**config.mk**
```make
export PLATFORM = sky130hd
export DESIGN_NAME = slpg_top
export DESIGN_NICKNAME = d
export VERILOG_FILES = /design/src/shared/slpg_pkg.sv /design/src/core/slpg_top.sv
export SDC_FILE = /design/constraint.sdc
export NUM_CORES = 1
export LEC_CHECK = 0
export BUFFER_PORTS_ARGS = -buffer_cell sky130_fd_sc_hd__clkbuf_2
export CELL_PAD_IN_SITES_DETAIL_PLACEMENT = 0
export CELL_PAD_IN_SITES_GLOBAL_PLACEMENT = 1
export CORE_ASPECT_RATIO = 0.9
export CORE_MARGIN = 2
export CORE_UTILIZATION = 46
export CTS_CLUSTER_DIAMETER = 120
export CTS_CLUSTER_SIZE = 28
export DETAILED_ROUTE_END_ITERATION = 10
export PLACE_DENSITY = 0.92
export SETUP_SLACK_MARGIN = 0.15
export SLEW_MARGIN = 30
export SYNTH_ARGS = -nofsm -noshare
export SYNTH_HDL_FRONTEND = slang
export SYNTH_SLANG_ARGS = --single-unit
```
**constraint.sdc**
```tcl
create_clock -name clk -period 4.45 [get_ports clk]
set_input_delay 0.6675 -clock clk [delete_from_list [all_inputs] [get_ports clk]]
set_output_delay 0.6675 -clock clk [all_outputs]
set_load 0.02 [all_outputs]
```
**src/shared/slpg_pkg.sv**
```systemverilog
//======================================================================
// Notes on behaviour
// - Source field picks off, status or manual
// - Programming error overrides with its own blink
// - Manual pattern field acts only in manual
// - Pattern: off, constant, continuous pulse, burst
// - Burst length 1, 2, 4 or 7
// - On time 1s, 250ms, 125ms, 62.5ms
// - Off time is on time times 1,2,3,7
package slpg_pkg;

  //====================================================================
  // Register map
  localparam logic [15:0] LAMP_CTRL_ADDR = 16'h404d;  // Indicator lamp control
  localparam logic [15:0] LAMP_STAT_ADDR = 16'h40f0;  // Pattern engine state, read only

  //====================================================================
  // Field encodings
  typedef enum logic [1:0] {
    SRC_OFF    = 2'b00,  // Lamp forced dark
    SRC_STATUS = 2'b01,  // Lamp follows power state
    SRC_RSVD   = 2'b10,  // Reserved, treated as dark
    SRC_MANUAL = 2'b11   // Manual pattern engine
  } slpg_src_t;

  typedef enum logic [1:0] {
    PAT_OFF   = 2'b00,
    PAT_CONST = 2'b01,
    PAT_PULSE = 2'b10,
    PAT_BURST = 2'b11
  } slpg_pat_t;

  typedef enum logic [1:0] {
    ST_IDLE = 2'b00,  // Engine parked, divider held
    ST_ON   = 2'b01,  // Lit part of a pulse
    ST_OFF  = 2'b10,  // Dark part of a pulse
    ST_GAP  = 2'b11   // Dark pause between bursts
  } slpg_state_t;

  // Control word; reserved gaps keep field positions exact
  typedef struct packed {
    slpg_src_t   lamp_source_select;   // Bits 15:14
    logic [3:0]  rsvd_hi;              // Bits 13:10, read zero
    slpg_pat_t   lamp_manual_pattern;  // Bits 9:8
    logic [1:0]  rsvd_mid;             // Bits 7:6, read zero
    logic [1:0]  lamp_burst_count;     // Bits 5:4
    logic [1:0]  lamp_on_duration;     // Bits 3:2
    logic [1:0]  lamp_on_off_ratio;    // Bits 1:0
  } slpg_ctrl_t;

  // Register port request
  typedef struct packed {
    logic [15:0] addr;   // Register address
    logic [15:0] wdata;  // Write data
    logic        wr;     // One-cycle write strobe
    logic        rd;     // One-cycle read strobe
  } slpg_bus_t;

  localparam slpg_ctrl_t CTRL_RESET = 16'hc026;  // Field defaults
  localparam logic [15:0] CTRL_WMASK = 16'hc33f;  // Writable bits

  //====================================================================
  // Timing; one tick is the shortest on time
  localparam int CLK_PERIOD_NS = 10;
  localparam int TICK_US       = 62500;  // 62.5 ms
  localparam int TICK_CYCLES   = TICK_US * 1000 / CLK_PERIOD_NS;
  localparam logic [7:0] TICKS_1S     = 8'h10;  // 1 s
  localparam logic [7:0] TICKS_250MS  = 8'h04;
  localparam logic [7:0] TICKS_125MS  = 8'h02;
  localparam logic [7:0] TICKS_62MS   = 8'h01;
  localparam logic [7:0] GAP_TICKS    = 8'h10;  // Pause between bursts
  localparam logic [7:0] ERR_ON_TICKS = 8'h01;  // Error blink, 1:1
  localparam logic [7:0] ONE_TICK     = 8'h01;
  localparam logic [2:0] PULSE_ZERO   = 3'h0;

endpackage

```
**src/core/slpg_top.sv**
```systemverilog
`timescale 1ns/1ps
module slpg_top
  import slpg_pkg::*;
#(
  parameter int TICK_LEN = TICK_CYCLES  // Cycles per 62.5 ms tick
)(
  input  wire logic        clk,
  input  wire logic        nrst,
  input  wire slpg_bus_t   bus,           // Register port request
  input  wire logic        pwr_state_on,  // Power state status level
  input  wire logic        otp_prog_err,  // Memory programming error level
  output logic [15:0]      rd_data,       // Read data, cycle after strobe
  output logic             lamp_out       // Indicator drive, high lights
);

  //====================================================================
  // Decode helpers
  function automatic logic [7:0] on_ticks(input logic [1:0] dur);
    case (dur)
      2'b00:   on_ticks = TICKS_1S;
      2'b01:   on_ticks = TICKS_250MS;
      2'b10:   on_ticks = TICKS_125MS;
      default: on_ticks = TICKS_62MS;
    endcase
  endfunction

  // Largest result is 16 x 7 = 112, fits eight bits
  function automatic logic [7:0] off_ticks(input logic [7:0] on, input logic [1:0] ratio);
    case (ratio)
      2'b00:   off_ticks = on;
      2'b01:   off_ticks = on + on;
      2'b10:   off_ticks = on + on + on;
      default: off_ticks = (on << 3) - on;
    endcase
  endfunction

  function automatic logic [2:0] burst_len(input logic [1:0] code);
    case (code)
      2'b00:   burst_len = 3'h1;
      2'b01:   burst_len = 3'h2;
      2'b10:   burst_len = 3'h4;
      default: burst_len = 3'h7;
    endcase
  endfunction

  //====================================================================
  // Storage
  slpg_ctrl_t  ctrl;       // Control register
  slpg_state_t state;      // Pattern phase
  logic [7:0]  remain;     // Ticks left in phase
  logic [2:0]  pulses;     // Pulses done in burst
  logic [22:0] div_cnt;    // Tick divider
  logic        tick;       // One-cycle tick enable
  logic        pulsing;    // Engine should run
  logic        bursting;   // Burst pattern active
  logic [7:0]  cur_on;     // On ticks in force
  logic [7:0]  cur_off;    // Off ticks in force
  logic [2:0]  cur_len;    // Burst length in force
  logic        next_lamp;  // Lamp value for next cycle

  //====================================================================
  // Effective pattern; error blink overrides every setting
  always_comb
  begin
    pulsing  = otp_prog_err
             || (ctrl.lamp_source_select == SRC_MANUAL
                 && (ctrl.lamp_manual_pattern == PAT_PULSE
                     || ctrl.lamp_manual_pattern == PAT_BURST));
    bursting = !otp_prog_err && ctrl.lamp_source_select == SRC_MANUAL
             && ctrl.lamp_manual_pattern == PAT_BURST;
    cur_on   = otp_prog_err ? ERR_ON_TICKS : on_ticks(ctrl.lamp_on_duration);
    cur_off  = otp_prog_err ? ERR_ON_TICKS
                            : off_ticks(cur_on, ctrl.lamp_on_off_ratio);
    cur_len  = burst_len(ctrl.lamp_burst_count);
  end

  //====================================================================
  // Register writes; reserved bits never stored, so they read zero
  always_ff @(posedge clk)
  begin
    if (!nrst)
      ctrl <= CTRL_RESET;
    else if (bus.wr && bus.addr == LAMP_CTRL_ADDR)
      ctrl <= slpg_ctrl_t'(bus.wdata & CTRL_WMASK);
  end

  // Register reads; data valid only the cycle after the strobe
  always_ff @(posedge clk)
  begin
    if (!nrst)
      rd_data <= 16'h0000;
    else if (bus.rd && bus.addr == LAMP_CTRL_ADDR)
      rd_data <= ctrl;
    else if (bus.rd && bus.addr == LAMP_STAT_ADDR)
      rd_data <= {10'h000, lamp_out, pulses, state};
    else
      rd_data <= 16'h0000;  // Unmapped address or no read
  end

  //====================================================================
  // Tick divider; held while idle so the first pulse is full length
  always_ff @(posedge clk)
  begin
    if (!nrst || state == ST_IDLE || tick)
      div_cnt <= 23'h00_0000;
    else
      div_cnt <= div_cnt + 23'h00_0001;
  end

  assign tick = (div_cnt == 23'(TICK_LEN - 1));

  //====================================================================
  // Pattern sequencer; new settings take hold at the next phase load
  always_ff @(posedge clk)
  begin
    if (!nrst)
    begin
      state  <= ST_IDLE;
      remain <= 8'h00;
      pulses <= PULSE_ZERO;
    end
    else if (!pulsing)
    begin
      state  <= ST_IDLE;  // Pattern left pulsing, park
      remain <= 8'h00;
      pulses <= PULSE_ZERO;
    end
    else
    begin
      case (state)
        ST_IDLE:
        begin
          state  <= ST_ON;  // Start with a lit phase
          remain <= cur_on;
          pulses <= PULSE_ZERO;
        end
        ST_ON:
          if (tick && remain == ONE_TICK)
          begin
            state  <= ST_OFF;
            remain <= cur_off;
            // Counted only in a burst, so a switch from pulsing starts a clean burst
            pulses <= bursting ? pulses + 3'h1 : PULSE_ZERO;
          end
          else if (tick)
            remain <= remain - ONE_TICK;
        ST_OFF:
          if (tick && remain == ONE_TICK)
          begin
            if (bursting && pulses >= cur_len)
            begin
              state  <= ST_GAP;  // Burst complete
              remain <= GAP_TICKS;
            end
            else
            begin
              state  <= ST_ON;
              remain <= cur_on;
            end
          end
          else if (tick)
            remain <= remain - ONE_TICK;
        ST_GAP:
          if (tick && remain == ONE_TICK)
          begin
            state  <= ST_ON;  // Repeat the burst
            remain <= cur_on;
            pulses <= PULSE_ZERO;
          end
          else if (tick)
            remain <= remain - ONE_TICK;
        default:
          state <= ST_IDLE;
      endcase
    end
  end

  //====================================================================
  // Lamp selection; registered so the pin never glitches
  always_comb
  begin
    if (otp_prog_err)
      next_lamp = (state == ST_ON);
    else
      case (ctrl.lamp_source_select)
        SRC_STATUS: next_lamp = pwr_state_on;
        SRC_MANUAL:
          case (ctrl.lamp_manual_pattern)
            PAT_CONST: next_lamp = 1'b1;
            PAT_PULSE,
            PAT_BURST: next_lamp = (state == ST_ON);
            default:   next_lamp = 1'b0;
          endcase
        default:    next_lamp = 1'b0;  // Off and reserved
      endcase
  end

  always_ff @(posedge clk)
  begin
    if (!nrst)
      lamp_out <= 1'b0;
    else
      lamp_out <= next_lamp;
  end

  //====================================================================
  // Checks
  chk_src_off_dark: assert property (@(posedge clk) disable iff (!nrst)
    (ctrl.lamp_source_select == SRC_OFF && !otp_prog_err) |=> !lamp_out)
    else $error("lamp lit while source off");

  chk_src_status_follow: assert property (@(posedge clk) disable iff (!nrst)
    (ctrl.lamp_source_select == SRC_STATUS && !otp_prog_err)
      |=> lamp_out == $past(pwr_state_on))
    else $error("lamp not following power state");

  chk_err_blink_on: assert property (@(posedge clk) disable iff (!nrst)
    (otp_prog_err && state == ST_ON) |=> lamp_out)
    else $error("error blink missing");

  chk_manual_const_on: assert property (@(posedge clk) disable iff (!nrst)
    (!otp_prog_err && ctrl.lamp_source_select == SRC_MANUAL
     && ctrl.lamp_manual_pattern == PAT_CONST) |=> lamp_out)
    else $error("constant pattern not lit");

  chk_pattern_ignored: assert property (@(posedge clk) disable iff (!nrst)
    (!otp_prog_err && ctrl.lamp_source_select != SRC_MANUAL) |=> state == ST_IDLE)
    else $error("pattern running outside manual");

  chk_on_load: assert property (@(posedge clk) disable iff (!nrst)
    (pulsing && state == ST_IDLE) |=> (state == ST_ON && remain == $past(cur_on)))
    else $error("on time loaded wrong");

  chk_off_load: assert property (@(posedge clk) disable iff (!nrst)
    (pulsing && state == ST_ON && tick && remain == ONE_TICK)
      |=> (state == ST_OFF && remain == $past(cur_off)))
    else $error("off time loaded wrong");

  chk_burst_count: assert property (@(posedge clk) disable iff (!nrst)
    (state != ST_GAP ##1 state == ST_GAP) |-> pulses == $past(cur_len))
    else $error("burst length wrong");

  chk_gap_repeat: assert property (@(posedge clk) disable iff (!nrst)
    (pulsing && state == ST_GAP && tick && remain == ONE_TICK)
      |=> (state == ST_ON && pulses == PULSE_ZERO))
    else $error("burst not repeated after gap");

  chk_ctrl_readback: assert property (@(posedge clk) disable iff (!nrst)
    (bus.rd && bus.addr == LAMP_CTRL_ADDR) |=> rd_data == $past(ctrl))
    else $error("control readback wrong");

endmodule

```
==> metrics.md <==
| Metric | Value |
|---|---|
| Routed wire length | 7390 um |
| Setup violations, final | 0 |
| Die height | 85.3 um |
| Post-route ant nets | 0 |
| CP peak stage delay | 0.58 ns |
| Max-Cap Viols | 0 |
| Synth Flop Type | dfxtp_1 |
| CP Class | input pin to flip-flop |
| Final core utilization | 54.6% |
| Synth Area per Inst | 8.48 um2 |
| CTS sink cnt | 57 |
| Post-synth EDFFs | 0 |
| Crit-path cells | clkbuf_2 -> or3b_2 -> inv_1 -> ha_1 -> inv_1 -> fa_1 -> o21bai_1 -> o21ai_0 -> nor2_1 -> o21ai_0 -> o21ai_1 |
| Buf+Inv Stages, Crit Path | 3 |
| Post-DP HPWL | 5590 um |
| Max Transition Viols Final | 0 |
| Max frequency | 0.373 GHz |
| Normalized max-slew margin | 41.3% |
| Worst setup SP type | input pin |
| Yosys cell types | 61 |
| Min-delay worst type | flip-flop to flip-flop |
| Worst-margin pin slew | 0.878 ns |
| Core area | 7080 um2 |
| PwrDens | 291 nW/um2 |
| Initial antenna violation count | 0 |
| WL/cell | 13.8 um |
| RSZ-0062 raised after global routing | no |
| Cell Count, Final, Fillers Out | 535 |
| Final Skew | 0.00845 ns |
| Full die area | 8040 um2 |
| Residual DRC count | 0 |
| CP Capture Type | flip-flop |
| Initial Util | 47.7% |
| # rows | 29 |
| Diodes inserted | 0 |
| Via count | 2915 |
| Netlist Area Pre-Place | 3380 um2 |
| Status | completed |
| Synth-to-layout area growth | 14.3% |
| Minimum clock period | 2.68 ns |
| Most frequent cells in the layout | 57 x dfxtp_1, 43 x nor2_1, 42 x clkbuf_2 |
| Hold Violations, Final | 0 |
| CTS Root Cell | clkbuf_8 |
| Seq/Total Area, Yosys | 33.8% |
| CP top delay family | adder cells |
| Fin Setup TNS | 0 ns |
| Reg2Reg Setup Slack | 1.80 ns |
| Die Width | 94.3 um |
| Design Area, Final | 3860 um2 |
| Worst EP arrival | 2.89 ns |
| Crit path max fanout | 15 |
| CTS clk-pin slew, worst paths | 0.07 ns |
| CTS tree | built |
| Gr usage total | 19.1% |
| Most common cell after layout, fill and taps aside | dfxtp_1 |
| TritonRoute pass-1 iters | 4 |
| CTS HTree Levels | 3 |
| Vias/cell | 5.45 |
| Vias in the first global route | 2708 |
| Port Buffers | 42 |
| Hold_buf cts | 0 |
| Yosys warnings | 0 |
| Register area | 1140 um2 |
| First-pass GRT wire length | 12500 um |
| Largest net degree at the start of global routing | 24 |
| Clock Path Buffers | 2 |
| Yosys reg bits | 57 |
| Crit path max-delay cell type | or3b_2 |
| Number of gates resized after CTS | 0 |
| CTS Buf Count | 9 |
| Worst EP required | 4.66 ns |
| Residual overflow from global routing | 0 |
| Postcts setup bufs | 0 |
| Placed Area | 3630 um2 |
| NumNets Final | 499 |
| Footprint of the multi-input gates | 2100 um2 |
| # IOs | 55 |
| Fin crit share | 60.2% |
| Dpl cells | 519 |
| Filler instances | 694 |
| Peak supply drop | 0.167 mV |
| Syn Inst Count | 398 |
| Initial DRC count | 139 |
| Synth async-reset ratio | 0% |
| Layout cells sized above 1 | 16.5% |
| Worst skew pair latency | 0.33 ns |
| RePlAce Congestion | 0.866 |
| Leak pwr | 1.49 nW |
[registers in the layout, indices dropped and copies added (netlist names)]
register / flops
ctrl: 10
rd_data: 10
lamp_out: 1
state: 2
div_cnt: 23
pulses: 3
remain: 8
[Yosys cell counts (all sizes together), types with 4 or more instances]
library cell,count,share of area (%)
a22o,7,1.8
a21oi,16,2.4
o21ai,26,3.9
nor3,7,1.0
nand2,24,2.7
nor2b,7,1.3
clkbuf,13,1.4
or3b,5,1.3
and2,6,1.1
dfxtp,57,34
o21a,4,0.89
nand4,5,1.4
and3,4,0.74
ha,23,8.5
buf,7,1.4
nor4,6,1.1
or3,10,2.0
nand3,16,2.4
a31oi,5,1.4
o211ai,6,1.3
and4,5,1.4
mux2i,9,2.7
nor2,45,5.2
xnor2,12,3.1
xor2,11,2.9
inv,18,2.0
[cell type report]
class                   count  share of cell area, %
clock inverters             5                   2.04
well taps                  93                   3.01
inverters                  18                   1.75
clock buffers              11                   3.66
flip-flops and latches     57                   29.6
repair buffers             43                   5.64
multi-input cells         308                   54.3
[cells by family (layout without fill, tap and decap cells)]
| group | Yosys count | count (layout) | share of synthesized area [%] |
|---|---|---|---|
| AND/OR/NAND/NOR | 161 | 161 | 26.8 |
| other | 1 | 6 | 0.111 |
| flip-flops | 57 | 57 | 33.8 |
| buffers and inverters | 38 | 77 | 4.89 |
| adder cells (fa/ha/maj) | 24 | 24 | 9.12 |
| multiplexers | 10 | 10 | 3.00 |
| AO/OA/AOI/OAI | 84 | 84 | 16.3 |
| XOR/XNOR | 23 | 23 | 5.97 |
[stage by stage]
| stage | hold slack, ns | total power, mW | worst slack (ns) |
|---|---|---|---|
| after global routing | 0.517 | 1.17 | 1.57 |
| after detailed placement | 0.454 | 0.601 | 1.45 |
| final | 0.467 | 1.12 | 1.77 |
| after floorplan | 0.430 | 0.579 | 1.89 |
| after global placement | 0.445 | 0.599 | 1.51 |
| after CTS | 0.470 | 1.14 | 1.74 |
[layer usage]
metal / vias to the layer above / share of wire (%) / GRT usage (%)
li1: 1489 / - / -
met1: 1374 / 49 / 26.6
met2: 48 / 47 / 29.9
met3: 4 / 3.2 / 4.80
met4: 0 / 0.74 / 4.48
met5: - / 0 / 0
[path summary, 6_finish.rpt]
path           startpoint          to  depth (start not counted)
min            div_cnt[0]  div_cnt[0]                          1
max reg2reg       ctrl[3]   remain[2]                         10
min reg2reg    div_cnt[0]  div_cnt[0]                          1
max          otp_prog_err   remain[2]                         11
[power breakdown]
| part | leakage (nW) | internal, mW | switching (mW) |
|---|---|---|---|
| logic | 0.914 | 0.0307 | 0.0441 |
| clock network | 0.113 | 0.330 | 0.204 |
| registers | 0.460 | 0.513 | 0.00360 |
| total | 1.49 | 0.873 | 0.252 |
Power figures use the tool's default switching activity.
